--- src/pkg/psau_map.vh ---
// Purpose: constants for the program space access unit
// Assumes: 16-bit data space, 24-bit program words
// Notes:   widths, field positions and reset values
`ifndef PSAU_MAP_VH
`define PSAU_MAP_VH

`define PSAU_PADDR_W        24
`define PSAU_PWORD_W        24
`define PSAU_DATA_W         16
`define PSAU_PAGE_W         8
`define PSAU_EA_MSB         15
`define PSAU_TBL_CFG_BIT    7
`define PSAU_CTRL_REMAP_BIT 2
`define PSAU_CTRL_W         16
`define PSAU_PAGE_RST       8'h00
`define PSAU_CTRL_RST       16'h0000
`define PSAU_PC_STEP        24'h000002
`define PSAU_PC_RST         24'h000000

// table operation codes
`define PSAU_OP_RDL         2'h0
`define PSAU_OP_RDH         2'h1
`define PSAU_OP_WTL         2'h2
`define PSAU_OP_WTH         2'h3

`endif
--- src/logic/psau_lane_steer.v ---
// Purpose: steer program word lanes onto the 16-bit data result
// Assumes: byte select is the low address bit of the access
// Notes:   the phantom byte of a high read always reads zero
`timescale 1ns/10ps
module psau_lane_steer
(
  // program word and selectors
  input  wire [23:0] pword,
  input  wire        high_sel,
  input  wire        byte_mode,
  input  wire        byte_sel,
  // steered data
  output reg  [15:0] rdata
);

  // pick lanes for low and high table reads
  always @*
  begin
    rdata = 16'h0000;
    if (!high_sel)
    begin
      if (!byte_mode)
        rdata = pword[15:0];                           // RULE_13
      else if (byte_sel)
        rdata = {8'h00, pword[15:8]};                  // RULE_14
      else
        rdata = {8'h00, pword[7:0]};                   // RULE_14
    end
    else
    begin
      // phantom byte: upper data byte and odd byte read as zero
      if (!byte_mode || !byte_sel)
        rdata = {8'h00, pword[23:16]};                 // RULE_15 RULE_16
      else
        rdata = 16'h0000;                              // RULE_16
    end
  end

endmodule

--- src/logic/psau_pc_step.v ---
// Purpose: program counter for instruction fetch
// Assumes: one word step per fetch enable
// Notes:   step is two so program and data word addresses line up
`timescale 1ns/10ps
`include "psau_map.vh"
module psau_pc_step
(
  // clock and reset
  input  wire        mclk,
  input  wire        srst,
  // control
  input  wire        pc_load,
  input  wire [23:0] pc_load_val,
  input  wire        pc_advance,
  // count
  output wire [23:0] pc
);

  reg [23:0] pc_reg;
  reg [23:0] pc_next;

  // next value, load wins over advance
  always @*
  begin
    pc_next = pc_reg;
    if (pc_load)
      pc_next = {pc_load_val[23:1], 1'b0};
    else if (pc_advance)
      pc_next = pc_reg + `PSAU_PC_STEP;                // RULE_10
  end

  // counter register
  always @(posedge mclk)
  begin
    if (srst)
      pc_reg <= `PSAU_PC_RST;
    else
      pc_reg <= pc_next;
  end

  assign pc = pc_reg;                                  // RULE_08

endmodule

--- src/logic/psau_top.v ---
// Purpose: form program space addresses for fetch, table and remap accesses
// Assumes: core drives requests on mclk; program memory answers next cycle
// Notes:   page and control registers are written by the core, not a bus
//
// Notes on behaviour
// RULE_01: program space uses 24-bit word addresses and words; data uses 16 bits.
// RULE_02: table address is table page above the unmodified 16-bit effective address.
// RULE_03: table page top bit selects user (0) or configuration (1) space.
// RULE_04: remap address is remap page above effective address bits 14 to 0.
// RULE_05: the 8-bit remap page selects one 16K-word program page.
// RULE_06: remap accesses drive program address bit 23 to zero.
// RULE_07: remap ignores effective bit 15; address bit 15 comes from page bit 0.
// RULE_08: fetch and remap reads force program address bit 0 to zero.
// RULE_09: table accesses take any byte alignment and may reach configuration space.
// RULE_10: program counter advances by two per program word.
// RULE_11: low table ops reach bits 15..0; high ops alone reach bits 23..16.
// RULE_12: each table read and write selects byte or word size.
// RULE_13: word low table read returns program bits 15..0 unchanged.
// RULE_14: byte low table read returns upper byte if select is 1, else lower.
// RULE_15: word high table read returns bits 23..16 low; upper byte reads zero.
// RULE_16: byte high read returns zero for select 1, bits 23..16 for select 0.
// RULE_17: remap path is read only and returns the low 16 bits.
// RULE_18: remap acts only with control remap enable set and effective bit 15 set.
// RULE_19: a remapped read stretches the instruction by one extra cycle.
// RULE_20: remap is suspended while a table read or write is in progress.
// RULE_21: other data accesses go to data memory unchanged, no program address.
`timescale 1ns/10ps
`include "psau_map.vh"
module psau_top
(
  // clock and reset
  input  wire        mclk,
  input  wire        srst,
  // page and control register writes from the core
  input  wire        table_page_we,
  input  wire        remap_page_we,
  input  wire        core_control_we,
  input  wire [15:0] reg_wdata,
  output wire [7:0]  table_page,
  output wire [7:0]  remap_page,
  output wire [15:0] core_control,
  // instruction fetch
  input  wire        fetch_req,
  input  wire        pc_load,
  input  wire [23:0] pc_load_val,
  output wire [23:0] pc,
  // table operations
  input  wire        table_req,
  input  wire [1:0]  table_op,
  input  wire        table_byte,
  input  wire [15:0] table_ea,
  input  wire [15:0] table_wdata,
  // data space accesses
  input  wire        data_req,
  input  wire        data_we,
  input  wire [15:0] data_ea,
  input  wire [15:0] data_wdata,
  // program memory side
  output reg         prog_req,
  output reg         prog_we,
  output reg         prog_we_high,
  output reg  [23:0] prog_addr,
  output reg  [23:0] prog_wdata,
  output reg  [1:0]  prog_lane_en,
  input  wire [23:0] prog_rdata,
  // data memory side
  output reg         dmem_req,
  output reg         dmem_we,
  output reg  [15:0] dmem_addr,
  output reg  [15:0] dmem_wdata,
  // results to the core
  output reg         stall,
  output reg         rdata_valid,
  output reg  [15:0] rdata,
  output reg         remap_write_err,
  output reg         cfg_space
);

  // access kinds held for the read return
  localparam K_NONE  = 2'h0;
  localparam K_TABLE = 2'h1;
  localparam K_REMAP = 2'h2;

  // remap cycle states
  localparam S_IDLE  = 1'b0;
  localparam S_EXTRA = 1'b1;

  reg  [7:0]  table_page_reg;
  reg  [7:0]  remap_page_reg;
  reg  [15:0] core_control_reg;
  reg         state_reg;
  reg         state_next;
  reg  [1:0]  kind_reg;
  reg         high_reg;
  reg         byte_reg;
  reg         bsel_reg;
  reg         table_busy;
  reg         remap_hit;
  reg         is_write;
  wire [15:0] steered;
  wire        pc_adv;

  // page and control registers, written by the core
  always @(posedge mclk)
  begin
    if (srst)
    begin
      table_page_reg   <= `PSAU_PAGE_RST;
      remap_page_reg   <= `PSAU_PAGE_RST;
      core_control_reg <= `PSAU_CTRL_RST;
    end
    else
    begin
      if (table_page_we)
        table_page_reg <= reg_wdata[7:0];
      if (remap_page_we)
        remap_page_reg <= reg_wdata[7:0];              // RULE_05
      if (core_control_we)
        core_control_reg <= reg_wdata;
    end
  end

  assign table_page   = table_page_reg;
  assign remap_page   = remap_page_reg;
  assign core_control = core_control_reg;

  // remap decode; table work blocks it
  always @*
  begin
    table_busy = table_req;                            // RULE_20
    is_write   = table_op[1];
    remap_hit  = data_req && !table_busy &&
                 core_control_reg[`PSAU_CTRL_REMAP_BIT] &&
                 data_ea[`PSAU_EA_MSB];                // RULE_18
  end

  // pc only advances on fetches that find the memory port free
  assign pc_adv = fetch_req && !table_req && !remap_hit && !stall;

  psau_pc_step u_pc
  (
    .mclk        (mclk),
    .srst        (srst),
    .pc_load     (pc_load),
    .pc_load_val (pc_load_val),
    .pc_advance  (pc_adv),
    .pc          (pc)
  );

  // program and data memory request routing
  always @*
  begin
    prog_req     = 1'b0;
    prog_we      = 1'b0;
    prog_we_high = 1'b0;
    prog_addr    = 24'h000000;
    prog_wdata   = 24'h000000;
    prog_lane_en = 2'h0;
    dmem_req     = 1'b0;
    dmem_we      = 1'b0;
    dmem_addr    = 16'h0000;
    dmem_wdata   = 16'h0000;
    cfg_space    = 1'b0;
    if (table_req)
    begin
      prog_req  = 1'b1;
      // no alignment forcing on table addresses
      prog_addr = {table_page_reg, table_ea};          // RULE_02 RULE_09 RULE_01
      cfg_space = table_page_reg[`PSAU_TBL_CFG_BIT];   // RULE_03
      prog_we   = is_write;
      // high ops alone touch the upper byte lane
      prog_we_high = is_write && table_op[0];          // RULE_11
      if (table_op[0])
        prog_wdata = {table_wdata[7:0], 16'h0000};
      else if (table_byte)
        prog_wdata = {8'h00, table_wdata[7:0], table_wdata[7:0]};
      else
        prog_wdata = {8'h00, table_wdata};
      // byte lanes: bit 1 upper, bit 0 lower of the selected word
      if (!table_byte)
        prog_lane_en = 2'h3;                           // RULE_12
      else if (table_ea[0])
        prog_lane_en = 2'h2;
      else
        prog_lane_en = 2'h1;
    end
    else if (remap_hit && !data_we && state_reg == S_IDLE)
    begin
      prog_req  = 1'b1;
      // bit 23 held low, ea bit 15 replaced by page bit 0
      prog_addr = {1'b0, remap_page_reg, data_ea[14:1], 1'b0}; // RULE_04 RULE_06 RULE_07 RULE_08
      prog_lane_en = 2'h3;
    end
    else if (fetch_req && !remap_hit)
    begin
      prog_req  = 1'b1;
      prog_addr = pc;                                  // RULE_08
      prog_lane_en = 2'h3;
    end
    // data memory has its own port, so table work and fetches never drop it
    if (data_req && !remap_hit)
    begin
      dmem_req   = 1'b1;                               // RULE_21
      dmem_we    = data_we;
      dmem_addr  = data_ea;
      dmem_wdata = data_wdata;
    end
  end

  // remap read takes a second cycle while the fetched word returns
  always @*
  begin
    state_next = S_IDLE;
    stall      = 1'b0;
    case (state_reg)
      S_IDLE:
      begin
        if (remap_hit && !data_we)
        begin
          state_next = S_EXTRA;                        // RULE_19
          stall      = 1'b1;
        end
      end
      S_EXTRA:
      begin
        state_next = S_IDLE;
      end
      default:
      begin
        state_next = S_IDLE;
      end
    endcase
  end

  // capture access kind for the returning data
  always @(posedge mclk)
  begin
    if (srst)
    begin
      state_reg <= S_IDLE;
      kind_reg  <= K_NONE;
      high_reg  <= 1'b0;
      byte_reg  <= 1'b0;
      bsel_reg  <= 1'b0;
    end
    else
    begin
      state_reg <= state_next;
      kind_reg  <= K_NONE;
      if (table_req && !is_write)
      begin
        kind_reg <= K_TABLE;
        high_reg <= table_op[0];
        byte_reg <= table_byte;
        bsel_reg <= table_ea[0];
      end
      else if (remap_hit && !data_we && state_reg == S_IDLE)
        kind_reg <= K_REMAP;
    end
  end

  psau_lane_steer u_steer
  (
    .pword     (prog_rdata),
    .high_sel  (high_reg),
    .byte_mode (byte_reg),
    .byte_sel  (bsel_reg),
    .rdata     (steered)
  );

  // registered read results and remap write refusal
  always @(posedge mclk)
  begin
    if (srst)
    begin
      rdata_valid     <= 1'b0;
      rdata           <= 16'h0000;
      remap_write_err <= 1'b0;
    end
    else
    begin
      rdata_valid     <= 1'b0;
      // writes through the remap window are dropped
      remap_write_err <= remap_hit && data_we;         // RULE_17
      if (kind_reg == K_TABLE)
      begin
        rdata_valid <= 1'b1;
        rdata       <= steered;
      end
      else if (kind_reg == K_REMAP)
      begin
        rdata_valid <= 1'b1;
        rdata       <= prog_rdata[15:0];               // RULE_17
      end
    end
  end

endmodule

--- config.mk ---
export PLATFORM = sky130hd
export DESIGN_NAME = psau_top
export DESIGN_NICKNAME = d
export VERILOG_FILES = /design/src/logic/psau_lane_steer.v /design/src/logic/psau_pc_step.v /design/src/logic/psau_top.v
export VERILOG_INCLUDE_DIRS = /design/src /design/src/pkg
export SDC_FILE = /design/constraint.sdc
export NUM_CORES = 1
export LEC_CHECK = 0
export BUFFER_PORTS_ARGS = -buffer_cell sky130_fd_sc_hd__buf_4
export CORE_AREA = 2 2 118 120
export CTS_BUF_LIST = sky130_fd_sc_hd__clkbuf_16
export CTS_CLUSTER_DIAMETER = 150
export DETAILED_ROUTE_END_ITERATION = 12
export DIE_AREA = 0 0 120 122
export PLACE_DENSITY = 0.69
export SYNTH_ARGS = -nofsm -noshare
export SYNTH_HDL_FRONTEND = slang
export SYNTH_SLANG_ARGS = --single-unit
--- constraint.sdc ---
create_clock -name mclk -period 2.3 [get_ports mclk]
set_input_delay 0.46 -clock mclk [delete_from_list [all_inputs] [get_ports mclk]]
set_output_delay 0.46 -clock mclk [all_outputs]
set_load 0.02 [all_outputs]
==> flow_summary_export.csv <==
group,metric,value,unit
sta,slew_headroom,58.5,%
placement,dp_slack,0.115,ns
detailed_routing,wl,17500,um
detailed_routing,routedWlPerCell,16.9,um
placement,dp_hpwl,13500,um
sta,finalHoldViolCount,0,
clocking,clk_pin_slew,0.06,ns
synth,yosysSeqAreaShare,35.6,%
placement,port_buffers,301,
clocking,clockBufferDepth,2,
power,pwr-share-seq,39.2,%
floorplan,dieArea,0.0146,mm2
sta,worst_slew_pin_slew,0.620,ns
setup_path,critical_path_arrival,1.80,ns
global_routing,grtUsageTotal,22.7,%
clocking,clkSinkCount,79,
clocking,cts_tree,"built",
setup_path,required,1.84,ns
detailed_routing,vias,5282,
layout,drive_gt1_share,43.9,%
global_routing,antenna_found_initial,0,
detailed_routing,via_per_inst,5.09,
sta,min_period,2.26,ns
job,cap_violations,0,
layout,seqCellArea,0.00158,mm2
layout,fillers,1338,
floorplan,num_rows,43,
synth,synth_nets,695,
power,total_power,0.00389,W
synth,synth.distinct_cells,47,
placement,gp_congestion,0.890,
layout,largest_reg_flops,23,
global_routing,grt_max_degree,51,
layout,utilization,55.1,%
synth,syn_area,0.00444,mm2
power,p_switching,0.00119,W
synth,synth-main-ff-cell,"dfxtp_1",
synth,avgSynthCellArea,8.04,um2
sta,finalSetupViolations,0,
global_routing,grt_pass1_wl,26500,um
power,clkPwrFrac,32.1,%
sta,setup_ws,0.0426,ns
sta,skew,0.00575,ns
layout,final_nets,995,
power,powerDensity,523,mW/mm2
floorplan,die_x,120,um
power,internal_power,0.00270,W
global_routing,grt-ovfl-total,0,
power,leakage,3.55,nW
power,vdd_drop_max,384,uV
synth,synth_enable_flop_cells,0,
clocking,htree_levels,3,
setup_path,worst_setup_path_end_kind,"primary output",
power,netSwitchingFraction,30.7,%
sta,fin_crit_sh,98.1,%
detailed_routing,first_pass_iters,5,
floorplan,die_h,122,um
layout,area_delta_synth_final,67.7,%
floorplan,core,0.0135,mm2
floorplan,ioPinCount,304,
sta,slew_violations,0,
detailed_routing,antenna_left,0,
synth,synthCells,552,
setup_path,crit_fanout,7,
clocking,numCtsBuffers,9,
sta,max_freq,0.443,GHz
layout,multi_input_area,0.00268,mm2
layout,antenna_cells,0,
power,comb_power_share,28.6,%
floorplan,start_util,32.9,%
synth,yosysWarningCount,0,
clocking,hold_buffers,0,
synth,ys_ff_latch,79,
detailed_routing,drc,0,
setup_path,cp-start-kind,"flip-flop",
clocking,root_buffer,"clkbuf_16",
setup_path,worstSetupPathType,"flip-flop to primary output",
global_routing,grt_pass1_vias,5042,
detailed_routing,drt_iter0_drc,360,
worst_hold_path,min_path_type,"input port to flip-flop",
sta,rsz0062_at_grt,"true",
clocking,clkLatencyLatePin,0.32,ns
synth,async_flop_share,0,%
run_status,outcome,"completed",
## repair_timing
| action | 4_1_cts | 5_1_grt |
|---|---|---|
| cloned | 0 | 1 |
| setup endpoints to repair | 7 | 16 |
| gates resized for setup | 2 | 14 |
| pin swaps | 0 | 6 |
| endpoints found under the hold margin | 0 | 0 |
| buffers inserted | 0 | 2 |
## power groups by stage
| stage | clock network (W) | logic, W | registers (W) |
|---|---|---|---|
| 2_1_floorplan | 0 | 0.000446 | 0.00163 |
| 6_report | 0.00125 | 0.00112 | 0.00153 |
| 3_3_place_gp | 0 | 0.00110 | 0.00155 |
| 4_1_cts | 0.00129 | 0.00111 | 0.00153 |
| 5_1_grt | 0.00135 | 0.00119 | 0.00154 |
| 3_5_place_dp | 0 | 0.00111 | 0.00156 |
## Yosys cell counts, types with 3 or more instances
library cell | count | share of area (%)
and4_1 | 3 | 0.59
nor3_1 | 6 | 0.68
a31oi_1 | 4 | 0.56
o21ai_0 | 23 | 2.6
and2_1 | 43 | 6.1
clkbuf_1 | 41 | 3.5
and3_1 | 13 | 1.8
nand4_1 | 13 | 1.8
nor4_1 | 6 | 0.85
a22oi_1 | 30 | 5.1
o31ai_1 | 6 | 1.0
nand3_1 | 8 | 0.90
inv_1 | 22 | 1.9
a211oi_1 | 10 | 1.7
a221oi_1 | 17 | 3.4
a21o_1 | 8 | 1.4
xnor2_1 | 7 | 1.4
a31o_2 | 3 | 0.59
a2111oi_0 | 3 | 0.59
a21oi_1 | 4 | 0.45
or4_1 | 6 | 1.0
nand2_1 | 40 | 3.4
a311oi_1 | 10 | 2.0
mux2i_1 | 43 | 9.7
nor2_1 | 76 | 6.4
dfxtp_1 | 79 | 36
## through the flow
| step | hold slack, ns | setup TNS, ns | cells | instance area (um2) |
|---|---|---|---|---|
| 6_report | 0.320 | 0 | 1037 | 7440 |
| 3_5_place_dp | 0.461 | 0 | 1020 | 7110 |
| 3_3_place_gp | 0.456 | 0 | 1020 | 7110 |
| 4_1_cts | 0.309 | 0 | 1036 | 7380 |
| 5_1_grt | 0.319 | -0.506 | 1037 | 7440 |
| 2_1_floorplan | 0.443 | -0.0928 | 552 | 4510 |
## critical path: stages, from the launching register on
cell and delay [ns]:
dfxtp_2 0.34, nand4b_1 0.19, nor3_4 0.26, buf_6 0.15, buf_12 0.12, a22oi_1 0.10
o21ai_2 0.17, buf_6 0.14
## cell type report
cell class                      count  share of cell area [%]
Timing Repair Buffer              335                    35.0
Clock buffer                        9                    3.03
Multi-Input combinational cell    404                    36.0
Tap cell                          180                    3.03
Clock inverter                      7                   0.454
Inverter                           23                    1.16
Sequential cell                    79                    21.3
## final timing paths
| path | startpoint | cells past startpoint | slack (ns) | to |
|---|---|---|---|---|
| worst max-delay path | core_control[2] | 7 | 0.04 | prog_addr[8] |
| worst min register to register | rdata[1] | 2 | 0.47 | rdata[1] |
| worst max register to register | u_pc.pc[6] | 4 | 0.19 | u_pc.pc[22] |
| worst min-delay path | table_op[1] | 2 | 0.32 | kind_reg[0] |
## cell families after synthesis
| family | after synthesis | synth area share (%) |
|---|---|---|
| AO/OA/AOI/OAI | 123 | 20.2 |
| multiplexers | 43 | 9.70 |
| flip-flops | 79 | 35.6 |
| adder cells (fa/ha/maj) | 2 | 0.564 |
| XOR/XNOR | 8 | 1.58 |
| buffers and inverters | 69 | 6.12 |
| other | 1 | 0.0845 |
| AND/OR/NAND/NOR | 227 | 26.1 |
## routing by layer
| metal | up-vias | share of wire (%) | routed length (um) | track usage, % |
|---|---|---|---|---|
| li1 | 2594 | - | - | - |
| met1 | 2467 | 44 | 7660 | 29.5 |
| met2 | 200 | 49 | 8530 | 38.4 |
| met3 | 21 | 6.2 | 1090 | 4.73 |
| met4 | 0 | 1.2 | 216 | 5.74 |
| met5 | - | 0 | 0 | 0 |
## layout by cell type, fill, tap and decap left out, types with 3 or more instances in the layout
cell / count
dfxtp_1: 78
nor3_1: 5
a21o_1: 8
o21ai_1: 4
nor4_1: 6
and4_1: 3
a31oi_1: 3
buf_4: 321
clkbuf_16: 10
a211oi_1: 9
a221oi_1: 17
nand2_1: 40
and2_1: 43
o21ai_2: 18
buf_6: 10
and3_1: 13
or4_1: 6
a31o_2: 3
a22oi_1: 29
o31ai_1: 6
a21oi_1: 4
mux2i_1: 43
a311oi_1: 10
xnor2_1: 7
nor2_1: 76
nand4_1: 13
buf_12: 3
nand3_1: 8
a2111oi_0: 3
inv_1: 25
Note: power is estimated with default switching activity, not from simulation.
